### src/fpd_pkg.sv
// Summary of operation
// - wait 200 us, then eight wake-up cycles
// - repeat wake-up after refresh period lapse
// - write enable high throughout read cycles
// - early write: write enable before column strobe
// - read-write needs late write enable edge
// - output enable high, late write enable
// - tied output enable forbids late writes
// - output enable high before late writes
// - write data framed by leading strobe edge
// - raise both strobes to clear outputs
// - page cycles spaced by page cycle time
// - random cycles spaced by row cycle time
// - last strobe low before first rises
// - column before row starts internal refresh
// - hidden refresh after write keeps strobes
// - 512 refreshes every 8 ms
// - row half then column half addressing
`default_nettype none
package fpd_pkg;
  localparam int CLK_NS = 40;
  localparam int PAUSE_US = 200;
  localparam int PAUSE_CYC = (PAUSE_US * 1000 + CLK_NS - 1) / CLK_NS;
  localparam int WAKE_CNT = 8;
  localparam int REF_MS = 8;
  localparam int REF_ROWS = 512;
  // room for one access in flight before a due refresh starts
  localparam int REF_SLACK_CYC = 24;
  // longest spacing, rounded down, less the slack above
  localparam int REF_INT_CYC =
    (REF_MS * 1000000 / CLK_NS) / REF_ROWS - REF_SLACK_CYC;
  localparam int TRC_NS = 110;
  localparam int TRC_CYC = (TRC_NS + CLK_NS - 1) / CLK_NS;
  localparam int TRP_NS = 40;
  localparam int TRP_CYC = (TRP_NS + CLK_NS - 1) / CLK_NS;
  localparam int TACC_NS = 60;
  localparam int TACC_CYC = (TACC_NS + CLK_NS - 1) / CLK_NS;
  localparam int ADDR_W = 18;
  localparam int PIN_W = 9;
  localparam int DATA_W = 16;

  typedef struct packed {
    logic              write;
    logic [1:0]        byteEn;
    logic [ADDR_W-1:0] addr;
    logic [DATA_W-1:0] wdata;
  } fpd_req_s;

  typedef struct packed {
    logic             rasN;
    logic             lcasN;
    logic             ucasN;
    logic             weN;
    logic             oeN;
    logic [PIN_W-1:0] addr;
  } fpd_pins_s;

  typedef enum logic [6:0] {
    ST_PAUSE = 7'b000_0001,
    ST_IDLE  = 7'b000_0010,
    ST_ROW   = 7'b000_0100,
    ST_COL   = 7'b000_1000,
    ST_DONE  = 7'b001_0000,
    ST_CBR   = 7'b010_0000,
    ST_PRE   = 7'b100_0000
  } fpd_state_e;
endpackage
`default_nettype wire

### src/fpd_ctrl.sv
`default_nettype none
module fpd_ctrl #(
  parameter int PAUSE_CYCLES = fpd_pkg::PAUSE_CYC,
  parameter int REF_CYCLES   = fpd_pkg::REF_INT_CYC
) (
  input  wire logic                          ref_clk,
  input  wire logic                          rst_n,
  input  wire logic                          reqValid,
  input  wire fpd_pkg::fpd_req_s             reqData,
  input  wire logic                          refreshLapse,
  output var  logic                          reqReady,
  output var  logic                          rdValid,
  output var  logic [fpd_pkg::DATA_W-1:0]    rdData,
  output var  logic                          memReady,
  output var  fpd_pkg::fpd_pins_s            pins,
  output var  logic [fpd_pkg::DATA_W-1:0]    dqOut,
  output var  logic [1:0]                    dqOe,
  input  wire logic [fpd_pkg::DATA_W-1:0]    dqIn
);
  fpd_pkg::fpd_state_e stateReg;
  fpd_pkg::fpd_req_s   curReg;
  logic [17:0]         timerReg;
  logic [15:0]         refCntReg;
  logic                refDueReg;
  logic [3:0]          wakeReg;
  logic [fpd_pkg::DATA_W-1:0] dqSync1Reg;
  logic [fpd_pkg::DATA_W-1:0] dqSync2Reg;
  logic                lapseSync1Reg;
  logic                lapseSync2Reg;
  logic                timerDone;
  logic                takeReq;
  logic                colGo;

  //////////////////////////////////////////////////////////////////////
  // shared decodes
  assign timerDone = (timerReg == 18'h0_0000);
  // a raised ready is always honoured, ahead of refresh
  assign takeReq   = (stateReg == fpd_pkg::ST_IDLE) && reqValid && reqReady;
  // column phase starts once row hold has elapsed
  assign colGo     = timerDone && pins.lcasN && pins.ucasN;

  //////////////////////////////////////////////////////////////////////
  // pin synchronisers
  always_ff @(posedge ref_clk or negedge rst_n) begin
    if (!rst_n) begin
      dqSync1Reg    <= 16'h0000;
      dqSync2Reg    <= 16'h0000;
      lapseSync1Reg <= 1'b0;
      lapseSync2Reg <= 1'b0;
    end else begin
      dqSync1Reg    <= dqIn;
      dqSync2Reg    <= dqSync1Reg;
      lapseSync1Reg <= refreshLapse;
      lapseSync2Reg <= lapseSync1Reg;
    end
  end

  //////////////////////////////////////////////////////////////////////
  // refresh interval timer
  always_ff @(posedge ref_clk or negedge rst_n) begin
    if (!rst_n) begin
      refCntReg <= 16'h0000;
      refDueReg <= 1'b0;
    end else if (stateReg == fpd_pkg::ST_CBR) begin
      refCntReg <= 16'h0000;
      refDueReg <= 1'b0;
    end else if (refCntReg >= 16'(REF_CYCLES)) begin
      refDueReg <= 1'b1;
    end else begin
      refCntReg <= refCntReg + 16'h0001;
    end
  end

  //////////////////////////////////////////////////////////////////////
  // read data capture, one-cycle valid pulse
  always_ff @(posedge ref_clk or negedge rst_n) begin
    if (!rst_n) begin
      rdValid <= 1'b0;
      rdData  <= 16'h0000;
    end else begin
      rdValid <= 1'b0;
      // wait covers access time and synchroniser
      if (stateReg == fpd_pkg::ST_DONE && timerDone && !curReg.write) begin
        rdValid <= 1'b1;
        rdData  <= dqSync2Reg;
      end
    end
  end

  //////////////////////////////////////////////////////////////////////
  // write data lanes, driven only inside a write cycle
  always_ff @(posedge ref_clk or negedge rst_n) begin
    if (!rst_n) begin
      dqOut <= 16'h0000;
      dqOe  <= 2'b00;
    end else if (takeReq) begin
      // data set up with the row, well before the strobe
      dqOut <= reqData.wdata;
    end else if (stateReg == fpd_pkg::ST_COL && colGo) begin
      dqOe  <= curReg.write ? curReg.byteEn : 2'b00;
    end else if (stateReg == fpd_pkg::ST_DONE && timerDone) begin
      // released with the strobes
      dqOe  <= 2'b00;
    end
  end

  //////////////////////////////////////////////////////////////////////
  // main sequencer
  always_ff @(posedge ref_clk or negedge rst_n) begin
    if (!rst_n) begin
      stateReg  <= fpd_pkg::ST_PAUSE;
      timerReg  <= 18'h0_0000;
      wakeReg   <= 4'h0;
      curReg    <= '0;
      reqReady  <= 1'b0;
      memReady  <= 1'b0;
      pins      <= '{1'b1, 1'b1, 1'b1, 1'b1, 1'b1, 9'h000};
    end else begin
      if (!timerDone) begin
        timerReg <= timerReg - 18'h0_0001;
      end
      case (stateReg)
        fpd_pkg::ST_PAUSE: begin
          if (timerReg == 18'h0_0000 && wakeReg == 4'h0 && !memReady) begin
            timerReg <= 18'(PAUSE_CYCLES);
            wakeReg  <= 4'(fpd_pkg::WAKE_CNT);
            stateReg <= fpd_pkg::ST_PRE;
          end
        end
        fpd_pkg::ST_IDLE: begin
          if (takeReq) begin
            reqReady  <= 1'b0;
            curReg    <= reqData;
            pins.addr <= reqData.addr[17:9];
            pins.weN  <= ~reqData.write;
            pins.oeN  <= 1'b1;
            stateReg  <= fpd_pkg::ST_ROW;
          end else if (lapseSync2Reg) begin
            memReady <= 1'b0;
            reqReady <= 1'b0;
            wakeReg  <= 4'(fpd_pkg::WAKE_CNT);
            stateReg <= fpd_pkg::ST_PRE;
          end else if (refDueReg) begin
            reqReady   <= 1'b0;
            pins.lcasN <= 1'b0;
            pins.ucasN <= 1'b0;
            timerReg   <= 18'h0_0001;
            stateReg   <= fpd_pkg::ST_CBR;
          end else begin
            // ready low on return, so refresh and wake-up go first
            reqReady <= memReady;
          end
        end
        fpd_pkg::ST_ROW: begin
          pins.rasN <= 1'b0;
          timerReg  <= 18'h0_0001;
          stateReg  <= fpd_pkg::ST_COL;
        end
        fpd_pkg::ST_COL: begin
          if (colGo) begin
            // early write, data set before strobe
            pins.addr <= curReg.addr[8:0];
            pins.lcasN <= ~curReg.byteEn[0];
            pins.ucasN <= ~curReg.byteEn[1];
            pins.oeN <= curReg.write;
            timerReg <= 18'(fpd_pkg::TACC_CYC + 2);
            stateReg <= fpd_pkg::ST_DONE;
          end
        end
        fpd_pkg::ST_DONE: begin
          if (timerDone) begin
            pins      <= '{1'b1, 1'b1, 1'b1, 1'b1, 1'b1, pins.addr};
            timerReg  <= 18'(fpd_pkg::TRC_CYC);
            stateReg  <= fpd_pkg::ST_PRE;
          end
        end
        fpd_pkg::ST_CBR: begin
          if (timerDone && pins.rasN) begin
            pins.rasN <= 1'b0;
            timerReg  <= 18'(fpd_pkg::TRC_CYC);
          end else if (timerDone) begin
            pins     <= '{1'b1, 1'b1, 1'b1, 1'b1, 1'b1, pins.addr};
            timerReg <= 18'(fpd_pkg::TRC_CYC);
            stateReg <= fpd_pkg::ST_PRE;
          end
        end
        fpd_pkg::ST_PRE: begin
          if (timerDone) begin
            if (wakeReg != 4'h0) begin
              wakeReg    <= wakeReg - 4'h1;
              pins.lcasN <= 1'b0;
              pins.ucasN <= 1'b0;
              timerReg   <= 18'h0_0001;
              stateReg   <= fpd_pkg::ST_CBR;
            end else begin
              memReady <= 1'b1;
              stateReg <= fpd_pkg::ST_IDLE;
            end
          end
        end
        default: begin
          stateReg <= fpd_pkg::ST_PAUSE;
        end
      endcase
    end
  end
endmodule
`default_nettype wire

### config.mk
export PLATFORM = sky130hd
export DESIGN_NAME = fpd_ctrl
export DESIGN_NICKNAME = d
export VERILOG_FILES = /design/src/fpd_pkg.sv /design/src/fpd_ctrl.sv
export SDC_FILE = /design/constraint.sdc
export NUM_CORES = 1
export LEC_CHECK = 0
export BUFFER_PORTS_ARGS = -buffer_cell sky130_fd_sc_hd__buf_2
export CAP_MARGIN = 30
export CORE_ASPECT_RATIO = 0.7
export CORE_MARGIN = 1
export CORE_UTILIZATION = 40
export CTS_BUF_LIST = sky130_fd_sc_hd__clkbuf_4
export DETAILED_ROUTE_END_ITERATION = 12
export HOLD_SLACK_MARGIN = 0.03
export PLACE_DENSITY = 0.57
export SYNTH_ARGS = -nofsm -noshare
export SYNTH_HDL_FRONTEND = slang
export SYNTH_SLANG_ARGS = --single-unit
### constraint.sdc
create_clock -name ref_clk -period 4.5 [get_ports ref_clk]
set_input_delay 0.225 -clock ref_clk [delete_from_list [all_inputs] [get_ports ref_clk]]
set_output_delay 0.225 -clock ref_clk [all_outputs]
set_load 0.01 [all_outputs]
# Yosys cells after proc, flatten, opt, wreduce, memory -nomap -nowiden
# Index checks and enable logic that the tools add are counted.
# totals
register_bits,143
wordCells,141
# classes
n_addsub,3
n_lt_le_gt_ge,1
eq_ne,20
n_mux,58
bitwise,4
reduce_logical,31
# op_table
op,count
two-way mux 18 bit,10
one-hot mux 18 bit (7 select lines),1
two-way mux 7 bit,8
one-hot mux 7 bit (7 select lines),1
one-hot mux 10 bit (4 select lines),1
two-way mux 16 bit,2
"!= test 2 bit, second input constant",12
two-way mux 4 bit,5
logical NOT 18 bit,1
two-way mux 2 bit,9
"subtractor 18 x 1 -> 18 bit, second input constant",1
"adder 16 x 1 -> 16 bit, second input constant",1
">= comparator 16 x 9 -> 1 bit, second input constant",1
two-way mux 14 bit,1
two-way mux 13 bit,1
one-hot mux 4 bit (3 select lines),1
two-way mux 1 bit,11
two-way mux 11 bit,1
logical AND 1 bit,10
two-way mux 10 bit,1
one-hot mux 2 bit (5 select lines),1
AND reduction 5 bit,2
nonzero test 3 bit,3
AND reduction 8 bit,1
other kinds (22),31

# Longest topological paths before layout
# logic_depth
depth_word,6
ltp_mapped,13
ltp_nobuf,12

# Worst setup path before layout
# Ideal clock, no wire load.
# synth_path
path_type,reg-to-reg
from,reg timerReg[0]
to,reg timerReg[2]
t_arrival_ps,3003
required_time_ps,4406
setup_slack_ps,1403
stages_incl_launch_ff,13
n_path_buf,0
path_cell_list,dfrtp_1 inv_1 ha_1 nor4b_1 and2_1 nand2_1 clkinv_1 ha_1 or3b_2 a211o_1 and2_1 o221a_2 a221oi_2
# synth_between
elab_chain_cells,6
elab_cells_between_ends,18
classes_between,1 x add/sub; 11 x mux; 6 x reduce/logical
# synth_rtl
item,line,rtl
start: declaration,fpd_ctrl.sv:22,logic [17:0] timerReg;
start signal: assignment,fpd_ctrl.sv:120,timerReg <= timerReg - 18'h0_0001;
start signal: assignment,fpd_ctrl.sv:125,timerReg <= 18'(PAUSE_CYCLES);
start signal: assignment,fpd_ctrl.sv:166,timerReg <= 18'(fpd_pkg::TACC_CYC + 2);
subtractor 18 x 1 -> 18 bit / logical NOT 18 bit (equally long branches),"fpd_ctrl.sv:120, fpd_ctrl.sv:36, fpd_ctrl.sv:124",
two-way mux 18 bit,fpd_ctrl.sv:119,if (!timerDone) begin
two-way mux 18 bit,fpd_ctrl.sv:143,end else if (refDueReg) begin
two-way mux 18 bit,fpd_ctrl.sv:138,end else if (lapseSync2Reg) begin
two-way mux 18 bit,fpd_ctrl.sv:131,if (takeReq) begin
one-hot mux 18 bit (7 select lines) (*),fpd_ctrl.sv:122,case (stateReg)
# Every way passes the cells marked *; elsewhere a longest branch is shown, timed or not.
# A chain may end at the register's enable or synchronous reset.

# Final worst setup path
# layout_path
from,reg timerReg[0]
to,reg timerReg[9]
# The elaborated chain is that of the path after synthesis.

==> flow_metrics.py <==
metrics = {
    "sta": {
        "skew_ns": 0.0212,
        "hold_viol_final": 0,
        "slew_violations": 0,
        "fin_crit_sh_pct": 83.8,
        "setup_viol": 0,
        "tightest_slew_ns": 1.09,
        "tns_ns": 0,
        "setup_ws_ns": 0.730,
        "relSlewSlack_pct": 27.4,
        "rsz0062_at_grt": "false",
        "fin_crit_ns": 3.77,
        "fmax_ghz": 0.265,
    },
    "yosys": {
        "synth_top_area_share_pct": 53.6,
        "netlist_instances": 525,
        "syn_nets": 590,
        "ys_warn_count": 0,
        "synth.area.top_cells": "dfrtp_1 54%, mux2_2 9.0%, dfstp_2 2.5%",
        "synth_seq_cells": 143,
        "async_flop_share_pct": 100,
        "synth_seq_area_share_pct": 56.1,
        "synth_cell_type_count": 75,
        "synth_area_leader_cell": "dfrtp_1",
        "synth_edf_count": 0,
        "synth-main-ff-cell": "dfrtp_1",
        "netlist_area_um2": 6390,
        "avgSynthCellArea_um2": 12.2,
    },
    "floorplanning": {
        "die-area_um2": 16500,
        "core-area_um2": 15500,
        "start_util_pct": 41.1,
        "ios": 108,
        "die_w_um": 153,
        "die_h_um": 108,
        "num_rows": 38,
    },
    "route": {
        "drt_iter0_drc": 380,
        "viasPerCell": 5.30,
        "ant_nets": 0,
        "routedWlPerCell_um": 16.6,
        "drt-total-wl_mm": 15.0,
        "vias": 4788,
        "drc": 0,
        "drt_pass1_iterations": 6,
    },
    "setup_path": {
        "path_buf_inv": 2,
        "slowest_delay_ns": 0.85,
        "critPathCaptureType": "register",
        "required_ns": 4.84,
        "r2r_setup_slack_ns": 0.73,
        "reg2reg_depth": 12,
        "critPathKind": "reg -> reg",
        "path_depth": 12,
        "path_cells": "inv_1 -> ha_1 -> nor4b_1 -> and2_1 -> nand2_1 -> clkinv_1 -> ha_1 -> or3b_2 -> a211o_1 -> nand3_1 -> a22oi_1 -> a22oi_1",
        "path_max_fanout": 13,
        "arrival_ns": 4.11,
        "rr_endpoint": "timerReg[9]$_DFF_PN0_",
        "cp_top_family": "compound AO/OA/AOI/OAI gates",
        "start_kind": "register",
        "reg2reg_from": "timerReg[0]$_DFF_PN0_",
        "critical_path.slowest_cell": "a22oi_1",
    },
    "layout": {
        "utilization_pct": 51.6,
        "most-common-layout-cells": "137 x dfrtp_1, 106 x buf_2, 55 x dlygate4sd3_1",
        "layout-drive-gt1-share_pct": 32.6,
        "fin_nets": 755,
        "diodes": 0,
        "final_common_cell": "dfrtp_1",
        "n_fill_cell": 1328,
        "synthToLayoutAreaGrowth_pct": 25.6,
        "stdcell_area_um2": 8030,
    },
    "pwr": {
        "power_leakage_uw": 0.00381,
        "p_sw_share_pct": 25.5,
        "total_power_uw": 2310,
        "p_seq_share_pct": 56.6,
        "p_per_area_nw_per_um2": 287,
        "clock_power_share_pct": 39.3,
        "ir_drop_uv": 159,
        "internal_power_uw": 1720,
        "switchingPower_uw": 589,
        "pwr-share-comb_pct": 4.1,
    },
    "placement": {
        "placed_area_um2": 7130,
        "place_congestion": 0.850,
        "io_buffers": 107,
        "place_ws_ns": 0.757,
        "dp_hpwl_mm": 9.80,
    },
    "clock_tree": {
        "cts_tree": "done",
        "htree_levels": 4,
        "cts_inserted_buffers": 17,
        "clk_path_buf_depth": 2,
        "path_clk_slew_ns": 0.15,
        "clock_sinks": 143,
        "root_buffer": "clkbuf_4",
        "clk_latency_ns": 0.53,
    },
    "run": {
        "drv_cap": 0,
    },
    "grt": {
        "track_usage_pct": 19.3,
        "antenna_found_initial": 0,
        "first_global_vias": 4823,
        "grt_pass1_wl_mm": 24.9,
        "gr-total-overflow": 0,
        "grt_max_degree": 106,
    },
    "outcome": {
        "status": "complete, no violations",
    },
    "worst_hold_path": {
        "hp-class": "in -> async",
    },
}
[worst max-delay path by stage]
stage                                 end                   from  slack (ns)
floorplan           timerReg[2]$_DFF_PN0_  timerReg[0]$_DFF_PN0_        1.40
global placement    timerReg[7]$_DFF_PN0_  timerReg[0]$_DFF_PN0_        0.92
detailed placement  timerReg[9]$_DFF_PN0_  timerReg[0]$_DFF_PN0_        0.76
CTS                 timerReg[9]$_DFF_PN0_  timerReg[0]$_DFF_PN0_        0.70
global route        timerReg[9]$_DFF_PN0_  timerReg[0]$_DFF_PN0_        0.29
finish              timerReg[9]$_DFF_PN0_  timerReg[0]$_DFF_PN0_        0.73
[power by group through the flow]
stage                     clock network [µW]  logic (µW)  registers [µW]
after floorplan                            0        4.85            1330
after global placement                     0        54.0            1330
after detailed placement                   0        56.2            1330
after CTS                                944        93.2            1310
after global routing                     998         105            1310
final                                    907        94.2            1300
[tightest hold or removal path: cells and delay by family]
family | cells | cell delay [ns]
buf+inv | 3 | 1.02
[Yosys cell counts, drive strengths merged (3+ instances only)]
| cell type | number |
|---|---|
| a211o | 4 |
| a211oi | 8 |
| a21oi | 15 |
| a22oi | 5 |
| a31oi | 6 |
| and2 | 4 |
| and3 | 6 |
| buf | 11 |
| clkbuf | 13 |
| dfrtp | 137 |
| dfstp | 6 |
| ha | 8 |
| inv | 18 |
| mux2 | 64 |
| nand2 | 19 |
| nand2b | 3 |
| nand3 | 16 |
| nand3b | 3 |
| nand4 | 3 |
| nor2 | 24 |
| nor2b | 10 |
| nor3 | 22 |
| nor3b | 4 |
| nor4 | 14 |
| nor4b | 5 |
| o211ai | 5 |
| o21ai | 17 |
| o22ai | 5 |
| o31ai | 3 |
| or3 | 5 |
| or3b | 5 |
| or4 | 5 |
| xnor2 | 14 |
| xor2 | 5 |
[repair_timing]
action	4_1_cts	5_1_grt
gates resized for setup	0	0
buffers inserted	0	0
endpoints found under the hold margin	155	0
hold buffers	55	0
[sequential cells by signal (all words and copies together), names as in the netlist]
name           flops
timerReg          18
dqOut             16
dqSync1Reg        16
dqSync2Reg        16
rdData            16
refCntReg         16
pins              14
curReg            12
stateReg           7
wakeReg            4
dqOe               2
lapseSync1Reg      1
lapseSync2Reg      1
memReady           1
rdValid            1
refDueReg          1
reqReady           1
[routing by layer]
layer / global-route usage, % / part of all wire [%] / vias to the layer above
met5: 0 / 0 / -
met4: 6.35 / 0.91 / 0
met3: 4.83 / 6.6 / 13
met2: 28.6 / 44 / 171
met1: 27.4 / 48 / 2343
li1: - / - / 2261
[cell type report]
cell class	count	area (µm²)	area share [%]
Multi-Input combinational cell	339	2630	32.7
Timing Repair Buffer	170	1170	14.6
Clock inverter	15	191	2.38
Sequential cell	143	3590	44.7
Clock buffer	17	128	1.59
Tap cell	200	250	3.12
Inverter	19	71.3	0.888
[metrics by stage]
step,hold WS (ns),instances
after floorplan,-0.0706,525
after global placement,0.331,815
after detailed placement,0.334,815
after CTS,0.199,902
after global routing,0.266,903
final,0.259,903
[kinds of logic (layout without fill, tap and decap cells)]
kind of cell / after synthesis / in the layout / synth area share, %
adders and majority gates: 8 / 8 / 1.57
xor gates and xnor gates: 19 / 19 / 2.60
muxes: 66 / 66 / 11.6
and+or+nand+nor: 153 / 153 / 14.7
AOI/OAI and AO/OA: 93 / 93 / 10.5
buffers and inverters: 43 / 221 / 2.86
DFF: 143 / 143 / 56.1
Power figures use the tool's default switching activity.
